<file path="src/logic/bsc_pkg.sv">
/*
  constants for the buck set-point and switching clock controller:
  clock rate, pll timing, step intervals, range straps and reset values.
  assumes a single 100 mhz clock and that software fields arrive as plain ports.
*/
// What this block does
// default pll multiplier is ninety-six
// select codes map 84..105 in threes
// pll off when all bucks off/pfm
// clock ready within 700/600 ns
// force-on bit keeps pll running, resets zero
// multiplier select resets to code 100
// low range code zero is 0.600 V
// high range starts 1.100 V, tops 1.850 V
// software keeps buck one range bit clear
// range bits follow strap after startup
// range bits rewritable, apply to all set points
// software changes range bits with care
// three set points, controlled transitions only
// dvs pin picks normal or scaled code
// both sleep pins high pick sleep code
// normal code writes step at dvs rate
// sleep entry and exit step at dvs rate
// step interval select 2/4/8/16 us, default 01
// bucks three and four step every 4 us
// one code per interval, stop at target
package bsc_pkg;
  localparam int CLK_PERIOD_NS = 10; // mclk period
  localparam int NUM_BUCKS = 4; // bucks handled
  localparam int CODE_W = 5; // set-point code width
  localparam int CNT_W = 11; // step interval counter width
  // pll start-up longest times, rounded down to cycles
  localparam int PLL_COLD_NS = 700;
  localparam int PLL_WARM_NS = 600;
  localparam logic [6:0] PLL_COLD_CYC = 7'(PLL_COLD_NS / CLK_PERIOD_NS);
  localparam logic [6:0] PLL_WARM_CYC = 7'(PLL_WARM_NS / CLK_PERIOD_NS);
  // multiplier: factor = base + step * code
  localparam logic [6:0] PLL_MULT_BASE = 7'h54; // 84
  localparam logic [6:0] PLL_MULT_STEP = 7'h03; // 3
  localparam logic [2:0] PLL_MULT_SEL_RST = 3'h4; // code 100 gives 96
  localparam logic PLL_FORCE_ON_RST = 1'b0;
  // step intervals in ns, indexed by step_interval_sel
  localparam int STEP_2US_NS = 2000;
  localparam int STEP_4US_NS = 4000;
  localparam int STEP_8US_NS = 8000;
  localparam int STEP_16US_NS = 16000;
  localparam logic [1:0] STEP_SEL_RST = 2'h1; // 4 us default
  localparam logic [CNT_W-1:0] STEP_2US_CYC = CNT_W'(STEP_2US_NS / CLK_PERIOD_NS);
  localparam logic [CNT_W-1:0] STEP_4US_CYC = CNT_W'(STEP_4US_NS / CLK_PERIOD_NS);
  localparam logic [CNT_W-1:0] STEP_8US_CYC = CNT_W'(STEP_8US_NS / CLK_PERIOD_NS);
  localparam logic [CNT_W-1:0] STEP_16US_CYC = CNT_W'(STEP_16US_NS / CLK_PERIOD_NS);
  // range bits after startup: buck four high, buck one low
  localparam logic [3:0] RANGE_RST = 4'h0;
  localparam logic [3:0] RANGE_STRAP_OPEN = 4'h8;
  localparam logic [3:0] RANGE_STRAP_GND = 4'he;
  localparam logic [CODE_W-1:0] CODE_RST = 5'h00;
endpackage

</file>
<file path="src/logic/bsc_step_if.sv">
/*
  carrier between the controller and one set-point stepper.
  assumes both ends share mclk.
*/
`timescale 1ns/1ps
interface bsc_step_if;
  import bsc_pkg::*;
  logic [CODE_W-1:0] target; // selected set point
  logic [CNT_W-1:0] interval; // cycles per step
  logic [CODE_W-1:0] code; // code applied to regulator
  logic busy; // code not yet at target
  modport ctrl (output target, output interval, input code, input busy);
  modport stepper (input target, input interval, output code, output busy);
endinterface // bsc_step_if

</file>
<file path="src/logic/bsc_stepper.sv">
/*
  one set-point stepper: walks the applied code one step per interval
  toward the target. assumes interval is at least one cycle.
*/
`timescale 1ns/1ps
module bsc_stepper
  import bsc_pkg::*;
(
  input wire logic mclk,
  input wire logic reset,
  bsc_step_if.stepper sif
);
  logic [CODE_W-1:0] code_reg, code_next; // applied code
  logic [CNT_W-1:0] cnt_reg, cnt_next; // cycles left in interval
  logic busy_reg, busy_next;

  // next step: wait a full interval, then move one code
  always_comb
  begin
    code_next = code_reg;
    cnt_next = cnt_reg;
    if (code_reg == sif.target)
    begin
      cnt_next = sif.interval - 1'b1; // idle: rearm interval
    end
    else if (cnt_reg == '0)
    begin
      // one code toward target
      code_next = (sif.target > code_reg) ? code_reg + 1'b1 : code_reg - 1'b1;
      cnt_next = sif.interval - 1'b1;
    end
    else
    begin
      cnt_next = cnt_reg - 1'b1; // counting down
    end
    busy_next = (code_next != sif.target);
  end

  // registers
  always_ff @(posedge mclk or posedge reset)
  begin
    if (reset)
    begin
      code_reg <= CODE_RST;
      cnt_reg <= STEP_4US_CYC;
      busy_reg <= 1'b0;
    end
    else
    begin
      code_reg <= code_next;
      cnt_reg <= cnt_next;
      busy_reg <= busy_next;
    end
  end

  assign sif.code = code_reg;
  assign sif.busy = busy_reg;

  a_step_one_code: assert property (@(posedge mclk) disable iff (reset)
    (code_reg != $past(code_reg)) |->
      ((code_reg == $past(code_reg) + 1'b1) || (code_reg == $past(code_reg) - 1'b1)))
    else $error("applied code moved by more than one");
  a_step_no_overshoot: assert property (@(posedge mclk) disable iff (reset)
    (code_reg == sif.target && $stable(sif.target)) |=> $stable(code_reg))
    else $error("code left a stable target");
  a_step_spacing: assert property (@(posedge mclk) disable iff (reset)
    (code_reg != $past(code_reg) && sif.interval > 11'd2) |=> $stable(code_reg))
    else $error("two steps in adjacent cycles");
  c_step_up: cover property (@(posedge mclk) disable iff (reset)
    code_reg == $past(code_reg) + 1'b1);
  c_step_down: cover property (@(posedge mclk) disable iff (reset)
    code_reg == $past(code_reg) - 1'b1);
endmodule // bsc_stepper

</file>
<file path="src/logic/bsc_ctrl.sv">
/*
  buck set-point and switching clock controller: pll run and multiplier,
  range bits, set-point selection and stepping for four bucks.
  assumes pins and software fields are synchronous to mclk.
*/
`timescale 1ns/1ps
module bsc_ctrl
  import bsc_pkg::*;
(
  input wire logic mclk,
  input wire logic reset,
  input wire logic global_rst_n,
  input wire logic pll_wr,
  input wire logic pll_force_on_wdata,
  input wire logic [2:0] pll_mult_sel_wdata,
  input wire logic [3:0] range_wr,
  input wire logic [3:0] range_wdata,
  input wire logic powerup_strap2_grounded,
  input wire logic [3:0][4:0] normal_setpoint_code,
  input wire logic [1:0][4:0] scaled_setpoint_code,
  input wire logic [3:0][4:0] sleep_setpoint_code,
  input wire logic [1:0][1:0] step_interval_sel,
  input wire logic [1:0] scaling_select_pin,
  input wire logic sleep_request_primary,
  input wire logic sleep_request_secondary,
  input wire logic [3:0] buck_on,
  input wire logic [3:0] buck_pfm,
  input wire logic pll_needed_ext,
  output logic pll_force_on,
  output logic [2:0] pll_mult_sel,
  output logic [6:0] pll_mult_factor,
  output logic pll_run,
  output logic pll_clk_ok,
  output logic [3:0] range_high_sel,
  output logic [3:0][4:0] applied_code,
  output logic [3:0] step_busy
);
  // pll control state
  logic force_reg, force_next; // forced-on bit
  logic [2:0] mult_sel_reg, mult_sel_next; // multiplier select
  logic [6:0] factor_reg, factor_next; // decoded factor
  logic run_reg, run_next; // pll enable
  logic ok_reg, ok_next; // clock available to switchers
  logic [6:0] start_reg, start_next; // start-up countdown
  logic [3:0] pfm_prev_reg; // pfm state last cycle
  logic need_pwm; // some buck switching in pwm, or pll_needed_ext set
  logic pfm_exit; // a running buck left pfm
  // range state
  logic [3:0] range_reg, range_next; // range bits
  logic init_reg, init_next; // startup load pending
  logic sleep_cond; // both sleep pins high
  logic [3:0][4:0] code_q; // stepper outputs
  logic [3:0] busy_q;
  logic [3:0][4:0] target; // selected set points
  logic [3:0][CNT_W-1:0] interval; // per-buck step interval

  bsc_step_if sif [NUM_BUCKS] ();

  // the per-buck ports and the dvs pair are laid out for four bucks only
  if (NUM_BUCKS != 4)
  begin : g_bad_count
    $error("controller built for four bucks only");
  end

  // pll next-state
  always_comb
  begin
    force_next = force_reg;
    mult_sel_next = mult_sel_reg;
    if (!global_rst_n)
    begin
      force_next = PLL_FORCE_ON_RST; // cleared by global reset
    end
    else if (pll_wr)
    begin
      force_next = pll_force_on_wdata;
      mult_sel_next = pll_mult_sel_wdata;
    end
    factor_next = PLL_MULT_BASE + 7'(PLL_MULT_STEP * mult_sel_next);
    need_pwm = |(buck_on & ~buck_pfm) | pll_needed_ext;
    pfm_exit = |(buck_on & pfm_prev_reg & ~buck_pfm);
    run_next = force_next | need_pwm; // auto-off when idle
    ok_next = ok_reg;
    start_next = start_reg;
    if (!run_next)
    begin
      ok_next = 1'b0; // pll stopped
      start_next = '0;
    end
    else if (!run_reg)
    begin
      // fresh start: warm time for pfm exit, else cold time
      start_next = (pfm_exit ? PLL_WARM_CYC : PLL_COLD_CYC) - 7'h01;
      ok_next = 1'b0;
    end
    else if (!ok_reg)
    begin
      if (start_reg == '0)
      begin
        ok_next = 1'b1; // clock ready
      end
      else
      begin
        start_next = start_reg - 7'h01;
      end
    end
  end

  // pll registers
  always_ff @(posedge mclk or posedge reset)
  begin
    if (reset)
    begin
      force_reg <= PLL_FORCE_ON_RST;
      mult_sel_reg <= PLL_MULT_SEL_RST;
      factor_reg <= PLL_MULT_BASE + 7'(PLL_MULT_STEP * PLL_MULT_SEL_RST);
      run_reg <= 1'b0;
      ok_reg <= 1'b0;
      start_reg <= '0;
      pfm_prev_reg <= 4'h0;
    end
    else
    begin
      force_reg <= force_next;
      mult_sel_reg <= mult_sel_next;
      factor_reg <= factor_next;
      run_reg <= run_next;
      ok_reg <= ok_next;
      start_reg <= start_next;
      pfm_prev_reg <= buck_pfm;
    end
  end

  // range bits next-state
  always_comb
  begin
    range_next = range_reg;
    init_next = 1'b0;
    if (init_reg)
    begin
      // strap decides startup range
      range_next = powerup_strap2_grounded ? RANGE_STRAP_GND : RANGE_STRAP_OPEN;
    end
    else
    begin
      for (int i = 0; i < NUM_BUCKS; i++)
      begin
        if (range_wr[i])
        begin
          range_next[i] = range_wdata[i]; // software rewrite
        end
      end
    end
  end

  // range registers
  always_ff @(posedge mclk or posedge reset)
  begin
    if (reset)
    begin
      range_reg <= RANGE_RST;
      init_reg <= 1'b1;
    end
    else
    begin
      range_reg <= range_next;
      init_reg <= init_next;
    end
  end

  assign sleep_cond = sleep_request_primary & sleep_request_secondary;

  // set-point selection and step interval per buck
  always_comb
  begin
    for (int i = 0; i < NUM_BUCKS; i++)
    begin
      target[i] = sleep_cond ? sleep_setpoint_code[i] : normal_setpoint_code[i];
      interval[i] = STEP_4US_CYC; // fixed rate for three and four
    end
    for (int i = 0; i < 2; i++)
    begin
      if (!sleep_cond && scaling_select_pin[i])
      begin
        target[i] = scaled_setpoint_code[i]; // dvs pin high
      end
      unique case (step_interval_sel[i])
        2'h0: interval[i] = STEP_2US_CYC;
        2'h1: interval[i] = STEP_4US_CYC;
        2'h2: interval[i] = STEP_8US_CYC;
        2'h3: interval[i] = STEP_16US_CYC;
      endcase
    end
  end

  // one stepper per buck; code is range-relative
  generate
    for (genvar g = 0; g < NUM_BUCKS; g++)
    begin : g_buck
      assign sif[g].target = target[g];
      assign sif[g].interval = interval[g];
      assign code_q[g] = sif[g].code;
      assign busy_q[g] = sif[g].busy;
      bsc_stepper u_step (
        .mclk(mclk),
        .reset(reset),
        .sif(sif[g])
      );
    end
  endgenerate

  assign pll_force_on = force_reg;
  assign pll_mult_sel = mult_sel_reg;
  assign pll_mult_factor = factor_reg;
  assign pll_run = run_reg;
  assign pll_clk_ok = ok_reg;
  assign range_high_sel = range_reg;
  assign applied_code = code_q;
  assign step_busy = busy_q;

  // check helper: cycles since pll run rose, saturating
  // a counter keeps the start-up bound cheap for the property tools
  logic [6:0] run_age_reg, run_age_next; // cycles pll has been running

  // helper next-state: cleared while stopped, counts while running
  always_comb
  begin
    run_age_next = 7'h00; // pll stopped
    if (run_reg)
    begin
      // hold at the top, no wrap back to zero
      run_age_next = (run_age_reg == 7'h7f) ? run_age_reg : run_age_reg + 7'h01;
    end
  end

  // helper register
  always_ff @(posedge mclk or posedge reset)
  begin
    if (reset)
    begin
      run_age_reg <= 7'h00;
    end
    else
    begin
      run_age_reg <= run_age_next;
    end
  end

  // checks
  a_pll_auto_off: assert property (@(posedge mclk) disable iff (reset)
    (!force_next && !(|(buck_on & ~buck_pfm)) && !pll_needed_ext) |=> !run_reg)
    else $error("pll kept on with no user");
  a_force_keeps_on: assert property (@(posedge mclk) disable iff (reset)
    force_reg |-> run_reg)
    else $error("forced pll not running");
  a_mult_factor: assert property (@(posedge mclk) disable iff (reset)
    factor_reg == 7'(7'd84 + 7'd3 * mult_sel_reg))
    else $error("multiplier factor wrong");
  a_clk_ok_bound: assert property (@(posedge mclk) disable iff (reset)
    (run_reg && run_age_reg >= PLL_COLD_CYC) |-> ok_reg)
    else $error("pll clock late");
  a_clk_ok_early: assert property (@(posedge mclk) disable iff (reset)
    ok_reg |-> (run_reg && run_age_reg >= PLL_WARM_CYC))
    else $error("pll clock ready too soon");
  a_run_on_user: assert property (@(posedge mclk) disable iff (reset)
    (|(buck_on & ~buck_pfm)) |=> run_reg)
    else $error("pll not started for active buck");
  a_clk_drop: assert property (@(posedge mclk) disable iff (reset)
    !run_reg |-> !ok_reg)
    else $error("clock ready with pll stopped");
  a_sel_sleep: assert property (@(posedge mclk) disable iff (reset)
    (sleep_request_primary && sleep_request_secondary) |->
      (target[0] == sleep_setpoint_code[0] && target[1] == sleep_setpoint_code[1]))
    else $error("sleep set point not selected");
  a_sel_dvs: assert property (@(posedge mclk) disable iff (reset)
    (!sleep_cond) |-> (target[0] == (scaling_select_pin[0] ?
      scaled_setpoint_code[0] : normal_setpoint_code[0])))
    else $error("dvs pin selection wrong");
  a_range_strap: assert property (@(posedge mclk) disable iff (reset)
    $fell(init_reg) |-> (range_reg[0] == 1'b0 && range_reg[3] == 1'b1
      && range_reg[1] == $past(powerup_strap2_grounded)
      && range_reg[2] == $past(powerup_strap2_grounded)))
    else $error("startup range bits wrong");
  a_range_write: assert property (@(posedge mclk) disable iff (reset)
    (!init_reg && range_wr[1]) |=> (range_reg[1] == $past(range_wdata[1])))
    else $error("range bit write lost");
  a_range_hold: assert property (@(posedge mclk) disable iff (reset)
    (!init_reg && !range_wr[0]) |=> $stable(range_reg[0]))
    else $error("range bit moved without write");
  a_fixed_rate: assert property (@(posedge mclk) disable iff (reset)
    interval[2] == 11'd400 && interval[3] == 11'd400)
    else $error("fixed step rate wrong");
  a_rate_slowest: assert property (@(posedge mclk) disable iff (reset)
    (step_interval_sel[0] == 2'h3) |-> (interval[0] == 11'd1600))
    else $error("slowest step rate wrong");
  a_sel_dvs_two: assert property (@(posedge mclk) disable iff (reset)
    (!sleep_cond) |-> (target[1] == (scaling_select_pin[1] ?
      scaled_setpoint_code[1] : normal_setpoint_code[1])))
    else $error("dvs pin selection wrong on buck two");
  a_sel_sleep_fixed: assert property (@(posedge mclk) disable iff (reset)
    sleep_cond |->
      (target[2] == sleep_setpoint_code[2] && target[3] == sleep_setpoint_code[3]))
    else $error("sleep set point not selected on fixed-rate bucks");
  c_pll_cold: cover property (@(posedge mclk) disable iff (reset) $rose(ok_reg));
  c_sleep_step: cover property (@(posedge mclk) disable iff (reset)
    sleep_cond && busy_q[0]);
  c_dvs_step: cover property (@(posedge mclk) disable iff (reset)
    scaling_select_pin[1] && busy_q[1]);
endmodule // bsc_ctrl

</file>
<file path="config.mk">
export PLATFORM = sky130hd
export DESIGN_NAME = bsc_ctrl
export DESIGN_NICKNAME = d
export VERILOG_FILES = /design/src/logic/bsc_pkg.sv /design/src/logic/bsc_step_if.sv /design/src/logic/bsc_stepper.sv /design/src/logic/bsc_ctrl.sv
export SDC_FILE = /design/constraint.sdc
export NUM_CORES = 1
export LEC_CHECK = 0
export BUFFER_PORTS_ARGS = -buffer_cell sky130_fd_sc_hd__buf_2
export CELL_PAD_IN_SITES_DETAIL_PLACEMENT = 0
export CELL_PAD_IN_SITES_GLOBAL_PLACEMENT = 2
export CORE_ASPECT_RATIO = 1.1
export CORE_MARGIN = 5
export CORE_UTILIZATION = 34
export DETAILED_ROUTE_END_ITERATION = 7
export PLACE_DENSITY_LB_ADDON = 0.1
export SLEW_MARGIN = 0
export SYNTH_ARGS = -nofsm -noshare
export SYNTH_HDL_FRONTEND = slang
export SYNTH_SLANG_ARGS = --single-unit
</file>
<file path="constraint.sdc">
create_clock -name mclk -period 4.9 [get_ports mclk]
set_clock_uncertainty 0.15 [all_clocks]
set_input_delay 0.98 -clock mclk [delete_from_list [all_inputs] [get_ports mclk]]
set_output_delay 0.98 -clock mclk [all_outputs]
set_load 0.005 [all_outputs]
</file>
### Word level (Yosys, flattened, before mapping)

Cells that the tools add are included.
W data, S select, Z words.

* flip-flop bits (word level): 97
* word-level logic and storage cells: 133
* bits of input ports: 84

* bitwise gates (word level): 7
* add/sub/neg operators: 17
* order comparisons: 4
* reduce and logical (&&, ||, !) cells: 17
* multiply operators: 1
* mux-type cells: 47
* equal/unequal tests: 16

Operator list (count)
* $mux W5: 18
* $mux W11: 8
* $pmux W11 S4: 2
* $sub A11 B1 Y11 const B: 6
* $logic_not A11 Y1: 4
* $mux W7: 5
* $add A5 B1 Y5 const B: 4
* $eq A5 B5 Y1: 4
* $gt A5 B5 Y1: 4
* $ne A5 B5 Y1: 4
* $sub A5 B1 Y5 const B: 4
* $sub A7 B1 Y7 const B: 2
* $and A4 B4 Y4: 3
* $mux W1: 10
* $mux W3: 3
* $eq A2 B2 Y1 const B: 4
* $reduce_bool A2 Y1: 4
* $reduce_or A4 Y1: 2
* $add A7 B5 Y7 const A: 1
* $logic_not A7 Y1: 1
* $ne A3 B3 Y1 const B: 2
* $mul A2 B3 Y5 const A: 1
* $eq A2 B1 Y1 const B: 2
* $logic_not A2 Y1: 2
* 7 further kinds: 9

### Logic depth before layout (Yosys ltp)

* depth in word-level cells: 9
* gate-level depth with buffers: 18

### Hierarchy

From an unflattened synthesis, not the netlist that was laid out.

* cells, all modules: 773
* area total of the unflattened synthesis: 7091.8 µm²

Modules (own cells, without submodules)
* bsc_stepper (g_buck[0].u_step ...): times used 2, seq. area each 429.2 µm², area an instance 1333.8 µm², cells each 152
* bsc_ctrl: times used 1, seq. area each 679.4 µm², area an instance 1830.5 µm², cells each 186
* bsc_stepper (g_buck[1].u_step): times used 1, seq. area each 429.2 µm², area an instance 1300.0 µm², cells each 143
* bsc_stepper (g_buck[3].u_step): times used 1, seq. area each 429.2 µm², area an instance 1293.7 µm², cells each 140

### Worst setup path after synthesis

OpenSTA, ideal clock, no wires.

* path kind: in2reg
* start point: in sleep_request_primary
* end point: reg g_buck[2].u_step.busy_reg
* data required time: 4.611 ns
* stages: 17
* slack: -0.022 ns
* path buffers: 1
* arrival: 4.634 ns
* path through: and2_1 -> buf_2 -> mux2i_1 -> inv_1 -> ha_1 -> and3_1 -> a221o_1 -> a21oi_1 -> or2_2 -> inv_1 -> fa_1 -> nand2b_1 -> a21oi_1 -> nand3_1 -> mux2i_1 -> xnor3_1 -> or4_1

* word-level cells in the longest chain between the ends: 7
* elaborated cells on any way between the ends: 8
* classes of those cells: order compare: 1; eq/ne: 2; mux: 4; bitwise: 1

RTL lines
* from (decl): line bsc_ctrl.sv:24 `input wire logic sleep_request_primary,`
* $and A1 B1 Y1 (*): line bsc_ctrl.sv:171 `assign sleep_cond = sleep_request_primary & sleep_request_secondary;`
* $mux W5 (*): line bsc_ctrl.sv:178 `target[i] = sleep_cond ? sleep_setpoint_code[i] : normal_setpoint_code[i];`
* $gt A5 B5 Y1: line bsc_stepper.sv:29 `code_next = (sif.target > code_reg) ? code_reg + 1'b1 : code_reg - 1'b1;`
* $mux W5: line bsc_stepper.sv:29
* $mux W5: line bsc_stepper.sv:26 `else if (cnt_reg == '0)`
* $mux W5: line bsc_stepper.sv:22 `if (code_reg == sif.target)`
* $ne A5 B5 Y1 (*): line bsc_stepper.sv:36 `busy_next = (code_next != sif.target);`
* via g_buck[2].u_step.busy_next: line bsc_stepper.sv:15 `logic busy_reg, busy_next;`
* to (signal assigned): line bsc_stepper.sv:52 `busy_reg <= busy_next;`
* to (decl): line bsc_stepper.sv:15

The timed path passes the listed nets; every way through them passes the cells marked *.
A chain may end at the register's enable or synchronous reset.

### Final worst setup path

Same ends and word-level chain as after synthesis.

==> results.sh <==
export IMPL_reg2reg_depth=14
export IMPL_coreArea_um2=17500
export IMPL_slowest_delay_ns=0.53
export IMPL_grt_max_degree=69
export IMPL_final_area_um2=7310
export IMPL_ys_warn_count=0
export IMPL_grt_pass1_vias=4846
export IMPL_synth_cell_types=60
export IMPL_final_nets=900
export IMPL_synth_area_leaders="dfrtp_1, ha_1, xnor2_1"
export IMPL_grt_use_total=0.143
export IMPL_drcViolationCount=0
export IMPL_synth_edff_count=0
export IMPL_holdPathEnd="g_buck[2].u_step.cnt_reg[0]"
export IMPL_outcome="complete, no violations"
export IMPL_grt_antenna_before_repair=1
export IMPL_wl_per_cell_um=13.9
export IMPL_largest_register_ffs=44
export IMPL_synth_top_cell_area_share=0.333
export IMPL_slew_headroom=0.405
export IMPL_crit_start="sleep_request_primary"
export IMPL_slowest_stage="or4_1"
export IMPL_path_class="in -> reg"
export IMPL_power_density_nw_per_um2=431
export IMPL_finalSetupViolCount=0
export IMPL_synth_avg_cell_area_um2=9.59
export IMPL_ys_seq_area_frac=0.394
export IMPL_synth_seq_cells=94
export IMPL_cts_root_buf="clkbuf_16"
export IMPL_syn_area_um2=6010
export IMPL_num_vias=4727
export IMPL_clock_latency_ns=0.35
export IMPL_min_path_cells=1
export IMPL_cp_max_fo=5
export IMPL_die_h_um=149
export IMPL_hold_violations=0
export IMPL_die_w_um=137
export IMPL_num_rows=51
export IMPL_crit_family="simple AND/OR/NAND/NOR gates"
export IMPL_cts_htree_levels=3
export IMPL_synth_nets=762
export IMPL_synth_top_area_cell="dfrtp_1"
export IMPL_cts_tree="yes"
export IMPL_cp_buffers_inverters=3
export IMPL_ys_flop_type="dfrtp_1"
export IMPL_via_per_inst=4.69
export IMPL_place_area_um2=6990
export IMPL_ant_nets=0
export IMPL_fillerInstances=1780
export IMPL_clock_sinks=94
export IMPL_first_pass_iters=4
export IMPL_peakVddDrop_uv=216
export IMPL_place_hpwl_um=11100
export IMPL_cp_required_ns=4.96
export IMPL_drt_initial_drc_count=226
export IMPL_cp_start_kind="input port"
export IMPL_synthCells=627
export IMPL_grt_overflow_total=0
export IMPL_layout_commonest_cell="buf_2"
export IMPL_path_cells="buf_2, and2_1, mux2i_2, inv_1, ha_1, and3_1, a221o_1, a21oi_1, or2_2, inv_1, fa_1, nand2b_1, a21oi_1, nand3_1, mux2i_1, xnor3_1, or4_1"
export IMPL_pin_count=125
export IMPL_cts_made_buffers=9
export IMPL_async_flop_share=1.00
export IMPL_cp_data_arrival_time_ns=4.71
export IMPL_grt_pass1_wl_um=23600
export IMPL_die_area_um2=20400
export IMPL_clockBufferDepth=2
export IMPL_worst_pin_slew_ns=0.893
export IMPL_regArea_um2=2370
export IMPL_n_antenna_cell=0
export IMPL_rrSetupSlack_ns=1.08
export IMPL_max_freq_mhz=215
export IMPL_r2r_start="g_buck[2].u_step.sif.code[2]"
export IMPL_io_buffers=123
export IMPL_regToRegEndpoint="g_buck[2].u_step.sif.busy"
export IMPL_clkTransAtPathRegs_ns=0.07
export IMPL_rsz0062_at_grt="no"
export IMPL_hp_class="reg -> reg"
export IMPL_min_period_ns=4.65
export IMPL_drt_total_wl_um=14000
export IMPL_start_util=0.343
export IMPL_drive_gt1_frac=0.251
export IMPL_cts_setup_buffers=0
export IMPL_synthToLayoutAreaGrowth_pct=21.6
export IMPL_period_share=0.950
export IMPL_maxCapViolations=0
export IMPL_layout_common_cells="buf_2, dfrtp_1, inv_1, nand2_1"
export IMPL_crit_path_end_kind="register"
export IMPL_hold_start="g_buck[2].u_step.cnt_reg[0]"
export IMPL_gp_congestion=0.786
export IMPL_final_max_slew_violation_count=0
export IMPL_p_leak_uw=0.00349
export IMPL_utilization=0.417
export IMPL_multiInputGateArea_um2=3340
==> power breakdown <==
part	switching (µW)	total (µW)	leakage [µW]	internal [µW]
combinational	563	1130	0.00225	562
clock	326	745	0.000156	419
sequential	228	1280	0.00109	1050
total	1120	3150	0.00349	2030
==> kinds of logic (layout without fill, tap and decap cells) <==
family                     after synthesis  in the layout  synth area share
adders and majority gates               51             51             0.112
DFF                                     94             94             0.394
muxes                                   34             34            0.0587
AOI/OAI and AO/OA                      102            102             0.106
other                                    2              2           0.00125
xor gates and xnor gates                68             68             0.106
and+or+nand+nor                        201            201             0.170
buffers and inverters                   75            218            0.0514
==> how the worst max path moves through the flow <==
stage | endpoint | slack, ns | cells after the start
6_report | g_buck[2].u_step.sif.busy | 0.25 | 17
5_1_grt | g_buck[2].u_step.sif.busy | 0.03 | 17
4_1_cts | g_buck[2].u_step.sif.busy | 0.23 | 17
3_5_place_dp | g_buck[2].u_step.sif.busy | -0.11 | 17
3_3_place_gp | g_buck[2].u_step.sif.busy | 0.02 | 17
2_1_floorplan | g_buck[2].u_step.sif.busy | 0.01 | 17
==> synth_stat cells (8+ instances only) <==
cell type	count
dfrtp_1	80
inv_1	59
nand2_1	54
ha_1	46
nor2_1	46
xnor2_1	45
o21ai_0	29
a21oi_1	27
mux2i_1	27
xor2_1	20
nor3_1	15
dfstp_2	14
nand3_1	14
nand2b_1	10
nor4_1	9
clkbuf_1	8
==> routing by layer <==
metal | vias up | share of wire | GRT usage
li1 | 2423 | - | -
met1 | 2182 | 0.47 | 0.192
met2 | 110 | 0.46 | 0.231
met3 | 10 | 0.063 | 0.0390
met4 | 2 | 0.0092 | 0.0329
met5 | - | 0.00093 | 0
==> area by class of cell <==
type,count,area share
tap,238,0.0407
clock inverter,6,0.0104
clock buffer,10,0.0327
sequential,94,0.324
multi-input combinational,458,0.457
inverter,59,0.0306
timing repair buffer,143,0.105
==> what timing repair did <==
item | 4_1_cts | 5_1_grt
gates resized for setup | 0 | 1
hold buffers | 0 | 0
setup endpoints to repair | 0 | 1
==> metrics by stage <==
| step | cells | setup slack (ns) | setup TNS (ns) | hold slack (ns) | power (µW) |
|---|---|---|---|---|---|
| 2_1_floorplan | 627 | 0.0113 | 0 | 0.293 | 2110 |
| 3_3_place_gp | 992 | 0.0180 | 0 | 0.313 | 2410 |
| 3_5_place_dp | 992 | -0.110 | -0.118 | 0.318 | 2430 |
| 4_1_cts | 1008 | 0.229 | 0 | 0.329 | 3200 |
| 5_1_grt | 1008 | 0.0324 | 0 | 0.361 | 3440 |
| 6_report | 1008 | 0.246 | 0 | 0.323 | 3150 |
Power figures use the tool's default switching activity.
